<file path="config.mk">
export PLATFORM = sky130hd
export DESIGN_NAME = tcw_top
export DESIGN_NICKNAME = d
export VERILOG_FILES = /design/src/verilog/tcw_pkg.sv /design/src/verilog/tcw_interval_timer.sv /design/src/verilog/tcw_clock_timer.sv /design/src/verilog/tcw_top.sv
export VERILOG_INCLUDE_DIRS = /design/src /design/src/verilog
export SDC_FILE = /design/constraint.sdc
export NUM_CORES = 1
export LEC_CHECK = 0
export BUFFER_PORTS_ARGS = -buffer_cell sky130_fd_sc_hd__buf_4
export CORE_MARGIN = 1
export CORE_UTILIZATION = 50
export CTS_BUF_LIST = sky130_fd_sc_hd__clkbuf_16
export CTS_CLUSTER_SIZE = 24
export DETAILED_ROUTE_END_ITERATION = 10
export PLACE_DENSITY = 0.67
export RECOVER_POWER = 25
export SLEW_MARGIN = 0
export SYNTH_ARGS = -nofsm -noshare
export SYNTH_HDL_FRONTEND = slang
export SYNTH_HIERARCHICAL = 1
export SYNTH_SLANG_ARGS = --single-unit
</file>
<file path="constraint.sdc">
create_clock -name ref_clk -period 4.9 [get_ports ref_clk]
set_input_delay 0.49 -clock ref_clk [delete_from_list [all_inputs] [get_ports ref_clk]]
set_output_delay 0.49 -clock ref_clk [all_outputs]
set_load 0.05 [all_outputs]
</file>
<file path="src/verilog/tcw_consts.svh">
// Constants for the timer group: register indices, field positions,
// write masks and reset values. Included by every design file except the package.
`ifndef TCW_CONSTS_SVH
`define TCW_CONSTS_SVH
`define TCW_ADDR_TIMER0_CONTROL 4'h0
`define TCW_ADDR_TIMER0_COUNT_CONSTANT 4'h1
`define TCW_ADDR_TIMER1_CONTROL 4'h2
`define TCW_ADDR_TIMER1_COUNT_CONSTANT 4'h3
`define TCW_ADDR_REALTIME_TICK_CONTROL 4'h4
`define TCW_ADDR_WATCHDOG_COUNTER 4'h5
`define TCW_ADDR_WATCHDOG_CONTROL 4'h6
`define TCW_ADDR_IRQ_REQUEST_A 4'h7
`define TCW_ADDR_IRQ_REQUEST_B 4'h8
`define TCW_ADDR_IRQ_ENABLE_B 4'h9
`define TCW_RUN_BIT 7
`define TCW_MINUTE_BIT 6
`define TCW_WD_ACTION_BIT 6
`define TCW_WD_CLEAR_BIT 3
`define TCW_IRQ_TIMER_BIT 6
`define TCW_IRQ_CLOCK_BIT 4
`define TCW_IT_CTRL_MASK 8'h87
`define TCW_RT_CTRL_MASK 8'hc0
`define TCW_WD_CTRL_MASK 8'hc7
`define TCW_IRQ_A_MASK 8'h40
`define TCW_IRQ_B_MASK 8'h50
`define TCW_IRQ_EN_B_MASK 8'h10
`define TCW_BYTE_RESET 8'h00
`define TCW_PRESCALE_RESET 16'h0000
`define TCW_MAIN_PRESCALE_TAP_10_MASK 16'h07ff
`define TCW_SUB_CLOCK_HZ 32768
`define TCW_SECOND_LAST 6'h3b
`endif

</file>
<file path="src/verilog/tcw_pkg.sv">
// Types shared by the timer group: byte and count-clock selections.
// Assumes nothing of its surroundings.
package tcw_pkg;
    typedef logic [7:0] tcw_byte_t;
    typedef enum logic [2:0] {
        TCW_IT_DIV2 = 3'b000, TCW_IT_DIV1K = 3'b001, TCW_IT_DIV2K = 3'b010,
        TCW_IT_DIV4K = 3'b011, TCW_IT_DIV8K = 3'b100, TCW_IT_DIV16K = 3'b101,
        TCW_IT_DIV32K = 3'b110, TCW_IT_DIV64K = 3'b111
    } tcw_it_sel_t;
    typedef enum logic [2:0] {
        TCW_WD_MAIN12 = 3'b000, TCW_WD_MAIN13 = 3'b001, TCW_WD_MAIN14 = 3'b010,
        TCW_WD_MAIN15 = 3'b011, TCW_WD_SUB5 = 3'b100, TCW_WD_SUB6 = 3'b101,
        TCW_WD_SUB7 = 3'b110, TCW_WD_SUB8 = 3'b111
    } tcw_wd_sel_t;
endpackage

</file>
<file path="src/verilog/tcw_interval_timer.sv">
// One 8-bit interval timer with compare-match toggle output.
// Assumes a free-running main prescaler vector from the parent.
`timescale 1ns/1ns
`include "tcw_consts.svh"
module tcw_interval_timer (
    input wire logic ref_clk,
    input wire logic nrst,
    input wire logic run,
    input wire tcw_pkg::tcw_it_sel_t clk_sel,
    input wire logic [15:0] main_prescale,
    input wire logic prescale_adv,
    input wire logic const_write,
    input wire tcw_pkg::tcw_byte_t const_data,
    output tcw_pkg::tcw_byte_t count,
    output logic toggle_out,
    output logic match_pulse
);
    logic [15:0] tap_mask;
    logic tick;
    tcw_pkg::tcw_byte_t count_reg, count_next, const_reg, const_next;
    logic out_reg, out_next, match_reg, match_next;

    always_comb begin
        unique case (clk_sel)
            tcw_pkg::TCW_IT_DIV2: tap_mask = 16'h0001;
            tcw_pkg::TCW_IT_DIV1K: tap_mask = 16'h03ff;
            tcw_pkg::TCW_IT_DIV2K: tap_mask = 16'h07ff;
            tcw_pkg::TCW_IT_DIV4K: tap_mask = 16'h0fff;
            tcw_pkg::TCW_IT_DIV8K: tap_mask = 16'h1fff;
            tcw_pkg::TCW_IT_DIV16K: tap_mask = 16'h3fff;
            tcw_pkg::TCW_IT_DIV32K: tap_mask = 16'h7fff;
            tcw_pkg::TCW_IT_DIV64K: tap_mask = 16'hffff;
        endcase
        // Prescaler frozen in stop state, so no tick then
        tick = prescale_adv && ((main_prescale & tap_mask) == tap_mask);
        const_next = const_write ? const_data : const_reg;
        count_next = count_reg;
        out_next = out_reg;
        match_next = 1'b0;
        if (run && tick) begin
            if (count_reg == const_reg) begin
                count_next = 8'h00;
                out_next = ~out_reg;
                match_next = 1'b1;
            end else begin
                count_next = count_reg + 8'h01;
            end
        end
    end

    always_ff @(posedge ref_clk or negedge nrst) begin
        if (!nrst) begin
            count_reg <= `TCW_BYTE_RESET;
            const_reg <= `TCW_BYTE_RESET;
            out_reg <= 1'b0;
            match_reg <= 1'b0;
        end else begin
            count_reg <= count_next;
            const_reg <= const_next;
            out_reg <= out_next;
            match_reg <= match_next;
        end
    end

    assign count = count_reg;
    assign toggle_out = out_reg;
    assign match_pulse = match_reg;
endmodule

</file>
<file path="src/verilog/tcw_clock_timer.sv">
// Real-time clock timer: sub-clock edges to seconds, 1 s or 1 min event.
// Assumes one-cycle sub-clock edge pulses from the parent.
`timescale 1ns/1ns
`include "tcw_consts.svh"
module tcw_clock_timer #(
    parameter int SUB_PER_SECOND = `TCW_SUB_CLOCK_HZ
) (
    input wire logic ref_clk,
    input wire logic nrst,
    input wire logic sub_edge,
    input wire logic run,
    input wire logic minute_mode,
    output logic [5:0] seconds,
    output logic period_pulse
);
    localparam logic [15:0] DIV_LAST = 16'(SUB_PER_SECOND - 1);
    logic [15:0] div_reg, div_next;
    logic [5:0] sec_reg, sec_next;
    logic pulse_reg, pulse_next;

    always_comb begin
        div_next = div_reg;
        sec_next = sec_reg;
        pulse_next = 1'b0;
        if (!run) begin
            div_next = 16'h0000;
            sec_next = 6'h00;
        end else if (sub_edge) begin
            if (div_reg == DIV_LAST) begin
                div_next = 16'h0000;
                if (sec_reg == `TCW_SECOND_LAST) begin
                    sec_next = 6'h00;
                    pulse_next = 1'b1;
                end else begin
                    sec_next = sec_reg + 6'h01;
                    pulse_next = !minute_mode;
                end
            end else begin
                div_next = div_reg + 16'h0001;
            end
        end
    end

    always_ff @(posedge ref_clk or negedge nrst) begin
        if (!nrst) begin
            div_reg <= 16'h0000;
            sec_reg <= 6'h00;
            pulse_reg <= 1'b0;
        end else begin
            div_reg <= div_next;
            sec_reg <= sec_next;
            pulse_reg <= pulse_next;
        end
    end

    assign seconds = sec_reg;
    assign period_pulse = pulse_reg;
endmodule

</file>
<file path="src/verilog/tcw_top.sv">
// Timer group top: two interval timers, clock timer, watchdog, registers.
// Assumes a simple strobe register port and a synchronous sub-clock input.
//
// Summary of operation
// - Two independent 8-bit prescaled up-counting timers
// - Control bit 7 runs; bits 6..3 zero
// - Bits 2..0 pick main clock divider
// - Data read gives count; write loads constant
// - Reset clears control and data registers
// - Output toggles when count equals constant
// - Clock timer gives 1 s or 1 min
// - Bit 7 runs counter; bit 6 picks minute
// - Bits 5..0 show seconds; writes ignored
// - Watchdog prescaler clears on reset, stop, clear
// - Watchdog prescaler divides tap 10 into 11..15
// - Watchdog counter 8-bit, read only, counts up
// - Bit 7 starts watchdog; clear zeroes, keeps running
// - Overflow gives reset or non-maskable interrupt
// - Bit 3 write-one clears; bits 5,4 zero
// - Bits 2..0 pick main or sub tap
// - Stop state halts main-clock timers only
// - Interval timers set request bit 6
// - Clock event sets request, enable bit 4
`timescale 1ns/1ns
`include "tcw_consts.svh"
module tcw_top #(
    parameter int SUB_PER_SECOND = `TCW_SUB_CLOCK_HZ
) (
    input wire logic ref_clk,
    input wire logic nrst,
    input wire logic [3:0] bus_addr,
    input wire tcw_pkg::tcw_byte_t bus_wdata,
    input wire logic bus_write,
    input wire logic bus_read,
    output tcw_pkg::tcw_byte_t bus_rdata,
    input wire logic sub_clk,
    input wire logic stop_mode,
    output logic timer0_out,
    output logic timer1_out,
    output logic timer0_irq_bit,
    output logic timer1_irq_bit,
    output logic clock_irq,
    output logic watchdog_reset,
    output logic watchdog_nmi
);
    // Shared main prescaler and sub-clock divider
    logic [15:0] main_prescale_reg, main_prescale_next;
    logic main_adv;
    logic sub_prev_reg, sub_prev_next;
    logic sub_edge;
    logic [7:0] sub_div_reg, sub_div_next;
    logic main_prescale_tap_10;

    // Control registers
    tcw_pkg::tcw_byte_t timer0_control_reg, timer0_control_next;
    tcw_pkg::tcw_byte_t timer1_control_reg, timer1_control_next;
    tcw_pkg::tcw_byte_t realtime_tick_control_reg, realtime_tick_control_next;
    tcw_pkg::tcw_byte_t watchdog_control_reg, watchdog_control_next;

    // Watchdog state
    logic [4:0] watchdog_prescaler_reg, watchdog_prescaler_next;
    tcw_pkg::tcw_byte_t watchdog_counter_reg, watchdog_counter_next;
    logic watchdog_run;
    logic watchdog_overflow_action;
    logic watchdog_clear_strobe;
    tcw_pkg::tcw_wd_sel_t watchdog_clock_select;
    logic [4:0] wd_main_mask;
    logic [7:0] wd_sub_mask;
    logic wd_from_sub;
    logic wd_tick;
    logic wd_overflow;
    logic wd_reset_reg, wd_reset_next;
    logic wd_nmi_reg, wd_nmi_next;

    // Interrupt request and enable bits
    tcw_pkg::tcw_byte_t irq_request_reg_a, irq_request_next_a;
    tcw_pkg::tcw_byte_t irq_request_reg_b, irq_request_next_b;
    tcw_pkg::tcw_byte_t irq_enable_reg_b, irq_enable_next_b;
    logic clock_irq_reg, clock_irq_next;

    // Read data
    tcw_pkg::tcw_byte_t rdata_reg, rdata_next;

    // Sub-block outputs
    tcw_pkg::tcw_byte_t t0_count, t1_count;
    logic t0_match, t1_match;
    logic [5:0] rt_seconds;
    logic rt_pulse;

    // Write decodes
    logic wr_t0c, wr_t0d, wr_t1c, wr_t1d, wr_rtc, wr_wdc;
    logic wr_ira, wr_irb, wr_ieb;

    always_comb begin
        wr_t0c = bus_write && (bus_addr == `TCW_ADDR_TIMER0_CONTROL);
        wr_t0d = bus_write && (bus_addr == `TCW_ADDR_TIMER0_COUNT_CONSTANT);
        wr_t1c = bus_write && (bus_addr == `TCW_ADDR_TIMER1_CONTROL);
        wr_t1d = bus_write && (bus_addr == `TCW_ADDR_TIMER1_COUNT_CONSTANT);
        wr_rtc = bus_write && (bus_addr == `TCW_ADDR_REALTIME_TICK_CONTROL);
        wr_wdc = bus_write && (bus_addr == `TCW_ADDR_WATCHDOG_CONTROL);
        wr_ira = bus_write && (bus_addr == `TCW_ADDR_IRQ_REQUEST_A);
        wr_irb = bus_write && (bus_addr == `TCW_ADDR_IRQ_REQUEST_B);
        wr_ieb = bus_write && (bus_addr == `TCW_ADDR_IRQ_ENABLE_B);
    end

    // Prescalers: main one freezes in stop state, sub-clock one never does
    always_comb begin
        main_adv = !stop_mode;
        main_prescale_next = main_adv ? main_prescale_reg + 16'h0001 : main_prescale_reg;
        sub_prev_next = sub_clk;
        sub_edge = sub_clk && !sub_prev_reg;
        sub_div_next = sub_edge ? sub_div_reg + 8'h01 : sub_div_reg;
        main_prescale_tap_10 = main_adv
            && ((main_prescale_reg & `TCW_MAIN_PRESCALE_TAP_10_MASK) == `TCW_MAIN_PRESCALE_TAP_10_MASK);
    end

    always_ff @(posedge ref_clk or negedge nrst) begin
        if (!nrst) begin
            main_prescale_reg <= `TCW_PRESCALE_RESET;
            sub_prev_reg <= 1'b0;
            sub_div_reg <= `TCW_BYTE_RESET;
        end else begin
            main_prescale_reg <= main_prescale_next;
            sub_prev_reg <= sub_prev_next;
            sub_div_reg <= sub_div_next;
        end
    end

    // Control registers; bits that must be written as zero are not kept
    always_comb begin
        timer0_control_next = timer0_control_reg;
        timer1_control_next = timer1_control_reg;
        realtime_tick_control_next = realtime_tick_control_reg;
        watchdog_control_next = watchdog_control_reg;
        if (wr_t0c) begin
            timer0_control_next = bus_wdata & `TCW_IT_CTRL_MASK;
        end
        if (wr_t1c) begin
            timer1_control_next = bus_wdata & `TCW_IT_CTRL_MASK;
        end
        if (wr_rtc) begin
            realtime_tick_control_next = bus_wdata & `TCW_RT_CTRL_MASK;
        end
        if (wr_wdc) begin
            // Clear bit is a strobe only, never stored
            watchdog_control_next = bus_wdata & `TCW_WD_CTRL_MASK;
        end
    end

    always_ff @(posedge ref_clk or negedge nrst) begin
        if (!nrst) begin
            timer0_control_reg <= `TCW_BYTE_RESET;
            timer1_control_reg <= `TCW_BYTE_RESET;
            realtime_tick_control_reg <= `TCW_BYTE_RESET;
            watchdog_control_reg <= `TCW_BYTE_RESET;
        end else begin
            timer0_control_reg <= timer0_control_next;
            timer1_control_reg <= timer1_control_next;
            realtime_tick_control_reg <= realtime_tick_control_next;
            watchdog_control_reg <= watchdog_control_next;
        end
    end

    // Watchdog
    always_comb begin
        watchdog_run = watchdog_control_reg[`TCW_RUN_BIT];
        watchdog_overflow_action = watchdog_control_reg[`TCW_WD_ACTION_BIT];
        watchdog_clock_select = tcw_pkg::tcw_wd_sel_t'(watchdog_control_reg[2:0]);
        watchdog_clear_strobe = wr_wdc && bus_wdata[`TCW_WD_CLEAR_BIT];
        wd_main_mask = 5'h00;
        wd_sub_mask = 8'h00;
        wd_from_sub = 1'b0;
        unique case (watchdog_clock_select)
            tcw_pkg::TCW_WD_MAIN12: wd_main_mask = 5'h03;
            tcw_pkg::TCW_WD_MAIN13: wd_main_mask = 5'h07;
            tcw_pkg::TCW_WD_MAIN14: wd_main_mask = 5'h0f;
            tcw_pkg::TCW_WD_MAIN15: wd_main_mask = 5'h1f;
            tcw_pkg::TCW_WD_SUB5: begin
                wd_sub_mask = 8'h1f;
                wd_from_sub = 1'b1;
            end
            tcw_pkg::TCW_WD_SUB6: begin
                wd_sub_mask = 8'h3f;
                wd_from_sub = 1'b1;
            end
            tcw_pkg::TCW_WD_SUB7: begin
                wd_sub_mask = 8'h7f;
                wd_from_sub = 1'b1;
            end
            tcw_pkg::TCW_WD_SUB8: begin
                wd_sub_mask = 8'hff;
                wd_from_sub = 1'b1;
            end
        endcase
        // Sub taps keep running in stop state; main taps cannot tick then
        if (wd_from_sub) begin
            wd_tick = sub_edge && ((sub_div_reg & wd_sub_mask) == wd_sub_mask);
        end else begin
            wd_tick = main_prescale_tap_10
                && ((watchdog_prescaler_reg & wd_main_mask) == wd_main_mask);
        end
        wd_overflow = 1'b0;
        watchdog_prescaler_next = watchdog_prescaler_reg;
        watchdog_counter_next = watchdog_counter_reg;
        if (!watchdog_run) begin
            watchdog_prescaler_next = 5'h00;
            watchdog_counter_next = 8'h00;
        end else if (watchdog_clear_strobe) begin
            watchdog_prescaler_next = 5'h00;
            watchdog_counter_next = 8'h00;
        end else begin
            if (main_prescale_tap_10) begin
                watchdog_prescaler_next = watchdog_prescaler_reg + 5'h01;
            end
            if (wd_tick) begin
                watchdog_counter_next = watchdog_counter_reg + 8'h01;
                wd_overflow = (watchdog_counter_reg == 8'hff);
            end
        end
        wd_reset_next = wd_overflow && !watchdog_overflow_action;
        wd_nmi_next = wd_overflow && watchdog_overflow_action;
    end

    always_ff @(posedge ref_clk or negedge nrst) begin
        if (!nrst) begin
            watchdog_prescaler_reg <= 5'h00;
            watchdog_counter_reg <= `TCW_BYTE_RESET;
            wd_reset_reg <= 1'b0;
            wd_nmi_reg <= 1'b0;
        end else begin
            watchdog_prescaler_reg <= watchdog_prescaler_next;
            watchdog_counter_reg <= watchdog_counter_next;
            wd_reset_reg <= wd_reset_next;
            wd_nmi_reg <= wd_nmi_next;
        end
    end

    // Request bits: a hardware set in the same cycle as a clear wins
    always_comb begin
        irq_request_next_a = irq_request_reg_a;
        irq_request_next_b = irq_request_reg_b;
        irq_enable_next_b = irq_enable_reg_b;
        if (wr_ira) begin
            irq_request_next_a = bus_wdata & `TCW_IRQ_A_MASK;
        end
        if (wr_irb) begin
            irq_request_next_b = bus_wdata & `TCW_IRQ_B_MASK;
        end
        if (wr_ieb) begin
            irq_enable_next_b = bus_wdata & `TCW_IRQ_EN_B_MASK;
        end
        if (t0_match) begin
            irq_request_next_a[`TCW_IRQ_TIMER_BIT] = 1'b1;
        end
        if (t1_match) begin
            irq_request_next_b[`TCW_IRQ_TIMER_BIT] = 1'b1;
        end
        if (rt_pulse) begin
            irq_request_next_b[`TCW_IRQ_CLOCK_BIT] = 1'b1;
        end
        clock_irq_next = irq_request_next_b[`TCW_IRQ_CLOCK_BIT]
            && irq_enable_next_b[`TCW_IRQ_CLOCK_BIT];
    end

    always_ff @(posedge ref_clk or negedge nrst) begin
        if (!nrst) begin
            irq_request_reg_a <= `TCW_BYTE_RESET;
            irq_request_reg_b <= `TCW_BYTE_RESET;
            irq_enable_reg_b <= `TCW_BYTE_RESET;
            clock_irq_reg <= 1'b0;
        end else begin
            irq_request_reg_a <= irq_request_next_a;
            irq_request_reg_b <= irq_request_next_b;
            irq_enable_reg_b <= irq_enable_next_b;
            clock_irq_reg <= clock_irq_next;
        end
    end

    // Read port; data stands one cycle after the strobe only
    always_comb begin
        rdata_next = 8'h00;
        if (bus_read) begin
            unique case (bus_addr)
                `TCW_ADDR_TIMER0_CONTROL: rdata_next = timer0_control_reg;
                `TCW_ADDR_TIMER0_COUNT_CONSTANT: rdata_next = t0_count;
                `TCW_ADDR_TIMER1_CONTROL: rdata_next = timer1_control_reg;
                `TCW_ADDR_TIMER1_COUNT_CONSTANT: rdata_next = t1_count;
                `TCW_ADDR_REALTIME_TICK_CONTROL: begin
                    rdata_next = {realtime_tick_control_reg[7:6], rt_seconds};
                end
                `TCW_ADDR_WATCHDOG_COUNTER: rdata_next = watchdog_counter_reg;
                `TCW_ADDR_WATCHDOG_CONTROL: rdata_next = watchdog_control_reg;
                `TCW_ADDR_IRQ_REQUEST_A: rdata_next = irq_request_reg_a;
                `TCW_ADDR_IRQ_REQUEST_B: rdata_next = irq_request_reg_b;
                `TCW_ADDR_IRQ_ENABLE_B: rdata_next = irq_enable_reg_b;
                default: rdata_next = 8'h00;
            endcase
        end
    end

    always_ff @(posedge ref_clk or negedge nrst) begin
        if (!nrst) begin
            rdata_reg <= `TCW_BYTE_RESET;
        end else begin
            rdata_reg <= rdata_next;
        end
    end

    tcw_interval_timer u_timer0 (
        .ref_clk(ref_clk),
        .nrst(nrst),
        .run(timer0_control_reg[`TCW_RUN_BIT]),
        .clk_sel(tcw_pkg::tcw_it_sel_t'(timer0_control_reg[2:0])),
        .main_prescale(main_prescale_reg),
        .prescale_adv(main_adv),
        .const_write(wr_t0d),
        .const_data(bus_wdata),
        .count(t0_count),
        .toggle_out(timer0_out),
        .match_pulse(t0_match)
    );

    tcw_interval_timer u_timer1 (
        .ref_clk(ref_clk),
        .nrst(nrst),
        .run(timer1_control_reg[`TCW_RUN_BIT]),
        .clk_sel(tcw_pkg::tcw_it_sel_t'(timer1_control_reg[2:0])),
        .main_prescale(main_prescale_reg),
        .prescale_adv(main_adv),
        .const_write(wr_t1d),
        .const_data(bus_wdata),
        .count(t1_count),
        .toggle_out(timer1_out),
        .match_pulse(t1_match)
    );

    tcw_clock_timer #(
        .SUB_PER_SECOND(SUB_PER_SECOND)
    ) u_clock_timer (
        .ref_clk(ref_clk),
        .nrst(nrst),
        .sub_edge(sub_edge),
        .run(realtime_tick_control_reg[`TCW_RUN_BIT]),
        .minute_mode(realtime_tick_control_reg[`TCW_MINUTE_BIT]),
        .seconds(rt_seconds),
        .period_pulse(rt_pulse)
    );

    assign bus_rdata = rdata_reg;
    assign timer0_irq_bit = irq_request_reg_a[`TCW_IRQ_TIMER_BIT];
    assign timer1_irq_bit = irq_request_reg_b[`TCW_IRQ_TIMER_BIT];
    assign clock_irq = clock_irq_reg;
    assign watchdog_reset = wd_reset_reg;
    assign watchdog_nmi = wd_nmi_reg;
endmodule

</file>
==> results of run 1 <==
[power groups by stage]
stage	sequential [mW]	clock, mW	combinational, mW
final	1.38	1.28	0.481
after CTS	1.37	1.31	0.486
after detailed placement	1.39	0	0.483
after floorplan	1.35	0	0.350
after global placement	1.38	0	0.462
after global routing	1.40	1.36	0.536
[path summary, 6_finish.rpt]
check | slack, ns | cells after the start | start | endpoint
setup / recovery | 2.17 | 5 | sub_prev_reg | u_clock_timer/div_reg[7]
hold / removal | 0.21 | 1 | sub_clk | sub_prev_reg
setup reg to reg | 2.17 | 5 | sub_prev_reg | u_clock_timer/div_reg[7]
hold reg to reg | 0.47 | 1 | sub_div_reg[7] | sub_div_reg[7]
max in group asynchronous | 2.85 | 2 | nrst | u_timer0/toggle_out
min in group asynchronous | 0.53 | 1 | nrst | main_prescale_reg[7]
[per-layer routing]
metal	up-vias	routed length, um	part of all wire	track usage
li1	2398	-	-	-
met1	2547	7013	0.45	0.3173
met2	134	7524	0.49	0.3842
met3	20	650	0.042	0.04826
met4	0	247	0.016	0.08894
met5	-	0	0	0
[critical path: stages, from the launching register on]
cell and delay, ns:
dfrtp_1 0.35, nor2b_1 0.64, nand4b_1 0.25, or4_4 0.56, o21ai_1 0.65, nor2_1 0.12
[area by class of cell]
| type | instances | share of cell area |
|---|---|---|
| multi-input combinational | 471 | 0.4412 |
| sequential | 127 | 0.4111 |
| clock buffer | 17 | 0.05503 |
| timing repair buffer | 35 | 0.03302 |
| tap | 176 | 0.02848 |
| clock inverter | 14 | 0.02250 |
| inverter | 18 | 0.008739 |
[cells by family after synthesis]
logic type                 after synthesis  share of synthesized area
AOI/OAI and AO/OA                      126                     0.1293
xor gates and xnor gates                52                    0.07177
adders and majority gates                8                    0.01480
buffers and inverters                   39                    0.02590
DFF                                    127                     0.4698
muxes                                   48                    0.07806
and+or+nand+nor                        237                     0.2103
[through the flow]
stage	util	worst slack (ns)	hold WS (ns)	cells
global placement	0.5391	1.986	0.4425	827
floorplan	-	2.799	0.1944	637
global route	0.5838	1.951	0.1973	858
finish	0.5838	2.169	0.2115	858
CTS	0.5844	2.194	0.01655	858
detailed placement	0.5391	1.915	0.4549	827
[layout by cell type (no fill, tap or decap), drive strengths merged, types with 16 or more instances in the layout]
cell and count:
dfrtp 127, clkbuf 20, mux2 38, nand4 25, o21ai 30, xor2 33
nor2 35, nand2b 16, xnor2 19, inv 18, nand2 60, buf 32
nand3 30, a21oi 29
==> flow_summary_export.csv, run 1 <==
group,metric,value,unit
floorplan,core,13240,um2
power_and_ir_drop,power,3.136,mW
layout,regArea,3178,um2
layout,drive_gt1_frac,0.1833,
power_and_ir_drop,p_switching,0.8960,mW
sta,slew_headroom,-0.1572,
routing,drc_errors,0,
global_route,grt_pass1_vias,5159,
sta,setup_tns,0,ns
clocking,clock-sinks,127,
sta,maxClockFrequency,0.3661,GHz
global_route,gr-total-overflow,0,
logic_synthesis,yosys.area.top_type_share,0.4698,
layout,final_nets,696,
floorplan,io_pins,33,
logic_synthesis,synthArstFlopShare,1.000,
clocking,post-cts-setup-buffers,0,
clocking,postCtsResizedCells,0,
layout,diodes,0,
layout,syn_to_final_growth,14.30,%
clocking,h-tree-depth,4,
setup_path,end_kind,"flop",
logic_synthesis,synth.distinct_cells,69,
sta,hold_violations,0,
sta,worstMarginPinSlew,1.736,ns
clocking,clock_path_buffers,2,
clocking,cts_inserted_buffers,17,
floorplan,die_h,118.3,um
flow_run,drv_cap,1,
logic_synthesis,synth_ff_type,"dfrtp_1",
logic_synthesis,syn-num-nets,663,
sta,finalSetupViolCount,0,
worst_hold_path,hold_class,"in -> reg",
clocking,cts_hold_buf,0,
logic_synthesis,synth.most_common_cell,"dfrtp_1",
setup_path,required,5.16,ns
placed_design,portBuffers,32,
routing,num_vias,5099,
layout,nFillCells,1151,
logic_synthesis,synth-edff-count,0,
power_and_ir_drop,power_density,405.6,nW/um2
floorplan,initial_core_util,0.5108,
routing,wire_per_inst,17.99,um
global_route,grt_pass1_wl,26030,um
clocking,clock_latency,0.41,ns
placed_design,place_area,7139,um2
setup_path,cp_max_fo,13,
routing,totalWireLength,15440,um
power_and_ir_drop,seq_power_share,0.439,
routing,detail_route.iter0.violations,415,
logic_synthesis,ys_seq_elements,127,
routing,final_antenna_net_count,0,
routing,dr.pass1.iters,5,
logic_synthesis,yosys_warnings,6,
power_and_ir_drop,clkPwrFrac,0.408,
floorplan,row_count,42,
power_and_ir_drop,switching_share,0.2858,
logic_synthesis,syn_area,6764,um2
power_and_ir_drop,leakage,3.296,nW
run_status,status,"finished with violations",
power_and_ir_drop,internal_power,2.240,mW
layout,multi_input_area,3411,um2
sta,fin_crit_sh,0.5574,
floorplan,die_area,14000,um2
logic_synthesis,synth_cells,637,
logic_synthesis,synth_common_cells,"127 x dfrtp_1, 58 x nand2_1, 38 x mux2_2",
sta,fin_worst_skew,0.005394,ns
global_route,track_usage,0.2383,
placed_design,routabilityCongestion,0.8298,
sta,period_needed,2.731,ns
sta,report.final.slew_viol_count,33,
logic_synthesis,yosysTopAreaCell,"dfrtp_1",
routing,viasPerCell,5.943,
setup_path,critical_path_arrival,2.99,ns
global_route,antenna_found_initial,0,
logic_synthesis,ys_seq_area_frac,0.4698,
power_and_ir_drop,ir_drop,0.0002745,V
sta,rsz0062_at_grt,"false",
power_and_ir_drop,share_comb_of_total_power,0.153,
logic_synthesis,ys_top_cells_by_area,"dfrtp_1 47%, mux2_2 6.3%, xor2_1 3.8%",
logic_synthesis,synth.avg_cell_area,10.62,um2
setup_path,critPathLaunchType,"flop",
global_route,grt_max_degree,57,
setup_path,criticalPathCategory,"reg -> reg",
clocking,cts_tree,"done",
placed_design,hpwl,10990,um
clocking,clk_pin_slew,0.06,ns
floorplan,die_width,118.3,um
run_status,violations,"max-capacitance violations, max-slew violations",
clocking,cts_root_buf,"clkbuf_16",
layout,stdcell_area,7731,um2
No activity file was read; power rests on OpenSTA's default activity.
==> inputs of run 2 (changes only) <==
- ABC_AREA: not set -> 1
- PLACE_DENSITY: 0.67 -> 0.7
- clock period: 4.9 -> 2.2 ns (I/O delays scaled with it)
==> run 2 against run 1 <==
Effect of this change: the run now ends clean; register-to-register slack worse by 1.8 ns; non-clock buffer count up 6; global-route usage down 0.098 points; clock power up 120%; combinational power up 120%; cell area up 6.7%; clock skew up 0.0035 ns; sequential power up 120%; die area up 6.3%; flip-flop and latch count unchanged; critical path depth up 4; synthesized cell count up 41%.
==> flow_summary_export.csv, run 2 <==
group,metric,value,unit
flow_run,drv_cap,0,
logic_synthesis,yosys_warnings,6,
layout,final_nets,978,
clocking,clock_path_buffers,2,
setup_path,critPathLaunchType,"flop",
global_route,busiest_layer,"met2",
global_route,grt_pass1_vias,5634,
sta,fin_crit_sh,0.8098,
global_route,met1_usage,0.3200,
clocking,clock-sinks,127,
routing,drc_errors,0,
logic_synthesis,synth-edff-count,0,
logic_synthesis,syn_area,7199,um2
worst_hold_path,hold_class,"in -> reg",
layout,stdcell_area,8250,um2
floorplan,die_h,122.0,um
layout,diodes,0,
floorplan,initial_core_util,0.5147,
sta,worstMarginPinSlew,1.205,ns
setup_path,end_kind,"flop",
logic_synthesis,synthArstFlopShare,1.000,
layout,regArea,3178,um2
placed_design,routabilityCongestion,0.8449,
clocking,clock_latency,0.42,ns
global_route,track_usage,0.2373,
routing,num_vias,5910,
sta,report.final.slew_viol_count,0,
logic_synthesis,ys_seq_elements,127,
logic_synthesis,yosysTopAreaCell,"dfrtp_1",
clocking,clk_pin_slew,0.05,ns
layout,nFillCells,1260,
layout,drive_gt1_frac,0.1513,
sta,slew_headroom,0.1964,
clocking,postCtsResizedCells,0,
clocking,cts_tree,"done",
floorplan,core,13990,um2
power_and_ir_drop,power_density,826.8,nW/um2
routing,wire_per_inst,14.23,um
logic_synthesis,synth.distinct_cells,47,
logic_synthesis,synth_cells,900,
sta,rsz0062_at_grt,"false",
floorplan,io_pins,33,
global_route,gr-total-overflow,0,
layout,layout_commonest_cell,"nand2_1",
logic_synthesis,synth_ff_type,"dfrtp_1",
logic_synthesis,synth_common_cells,"250 x nand2_1, 127 x dfrtp_1, 100 x nor2_1",
logic_synthesis,ys_seq_area_frac,0.4414,
logic_synthesis,ys_top_cells_by_area,"dfrtp_1 44%, nand2_1 13%, nor2_1 5.2%",
placed_design,hpwl,11920,um
layout,syn_to_final_growth,14.60,%
clocking,h-tree-depth,4,
global_route,gr-usage-met2,0.3792,
placed_design,place_area,7682,um2
floorplan,row_count,43,
global_route,grt_pass1_wl,27030,um
placed_design,portBuffers,32,
layout,final_util,0.5898,
sta,fin_worst_skew,0.008917,ns
sta,finalSetupViolCount,0,
clocking,cts_root_buf,"clkbuf_16",
layout,multi_input_area,3503,um2
global_route,antenna_found_initial,0,
logic_synthesis,yosys.area.top_type_share,0.4414,
routing,final_antenna_net_count,0,
setup_path,cp_max_fo,9,
floorplan,die_width,122.0,um
power_and_ir_drop,leakage,4.073,nW
logic_synthesis,synth.avg_cell_area,7.999,um2
sta,hold_violations,0,
logic_synthesis,synth.most_common_cell,"nand2_1",
routing,dr.pass1.iters,5,
run_status,status,"complete, no violations",
setup_path,required,2.51,ns
clocking,cts_inserted_buffers,17,
global_route,met3_usage,0.04635,
routing,viasPerCell,5.162,
sta,maxClockFrequency,0.5613,GHz
sta,setup_tns,0,ns
setup_path,criticalPathCategory,"reg -> reg",
sta,period_needed,1.781,ns
power_and_ir_drop,ir_drop,0.0005479,V
routing,detail_route.iter0.violations,307,
logic_synthesis,syn-num-nets,926,
routing,totalWireLength,16300,um
global_route,grt_max_degree,52,
setup_path,critical_path_arrival,2.09,ns
layout,final_cell_mix,"251 x nand2_1, 127 x dfrtp_1, 104 x nor2_1",
floorplan,die_area,14880,um2
run 2: cell count changes in the layout (fill, tap and decap cells not counted), sizes merged, moves of 12 or more:
| cell | change |
|---|---|
| inv | +101 |
| nand2b | -16 |
| mux2 | -21 |
| nand3 | +26 |
| nor2 | +93 |
| nand2 | +207 |
| a21oi | -12 |
run 2: critical path, stage by stage (launching register included):
cell	delay, ns
dfrtp_1	0.51
inv_1	0.08
nor2_1	0.11
nand3_1	0.09
nand2_1	0.06
nand2_1	0.06
nor2_2	0.42
inv_2	0.18
nand2_1	0.10
nand2_1	0.06
run 2: through the flow:
step           hold slack, ns  power [mW]  setup WS [ns]  instances
3_3_place_gp           0.1790       4.048         0.5432       1111
4_1_cts               0.03646       6.872         0.4444       1145
2_1_floorplan        -0.07559       3.714         0.6736        900
5_1_grt               0.04971       7.151         0.2369       1145
3_5_place_dp           0.1783       4.079         0.4911       1111
6_report              0.05077       6.821         0.4185       1145
run 2: what timing repair did:
item / 4_1_cts / 5_1_grt
setup buffers: 0 / 0
hold endpoints to repair: 46 / 0
setup endpoints to repair: 0 / 0
hold buffers: 2 / 0
run 2: metal layers:
layer	part of all wire	vias to the layer above
met5	0	-
met4	0.015	0
met3	0.034	18
met2	0.47	101
met1	0.48	2825
li1	-	2966
run 2: final timing paths:
path / from / to / slack, ns / depth (start not counted)
setup / recovery: main_prescale_reg[9] / u_timer0/count[2] / 0.42 / 9
hold / removal: stop_mode / main_prescale_reg[0] / 0.05 / 2
setup reg to reg: main_prescale_reg[9] / u_timer0/count[2] / 0.42 / 9
hold reg to reg: u_clock_timer/period_pulse / irq_request_reg_b[4] / 0.47 / 1
max in group asynchronous: nrst / u_clock_timer/div_reg[8] / 0.59 / 3
min in group asynchronous: nrst / main_prescale_reg[2] / 0.59 / 2
run 2: where the power goes:
part | internal [mW] | switching [mW] | leakage (nW)
logic | 0.408 | 0.666 | 2.11
registers | 2.62 | 0.344 | 1.67
clock network | 1.75 | 1.03 | 0.288
total | 4.78 | 2.04 | 4.07
run 2: cell families after synthesis:
family,count (synthesis),synth area share
flops,127,0.4414
mux,17,0.02659
xor+xnor,52,0.06326
simple gates,495,0.3236
fa+ha+maj,8,0.01390
compound gates,74,0.06100
buf+inv,127,0.07021
run 2: layout make-up:
| type | count | area share |
|---|---|---|
| clock buffer | 17 | 0.05156 |
| clock inverter | 15 | 0.01850 |
| inverter | 119 | 0.05505 |
| multi-input combinational | 646 | 0.4246 |
| sequential | 127 | 0.3852 |
| tap | 180 | 0.02730 |
| timing repair buffer | 41 | 0.03776 |
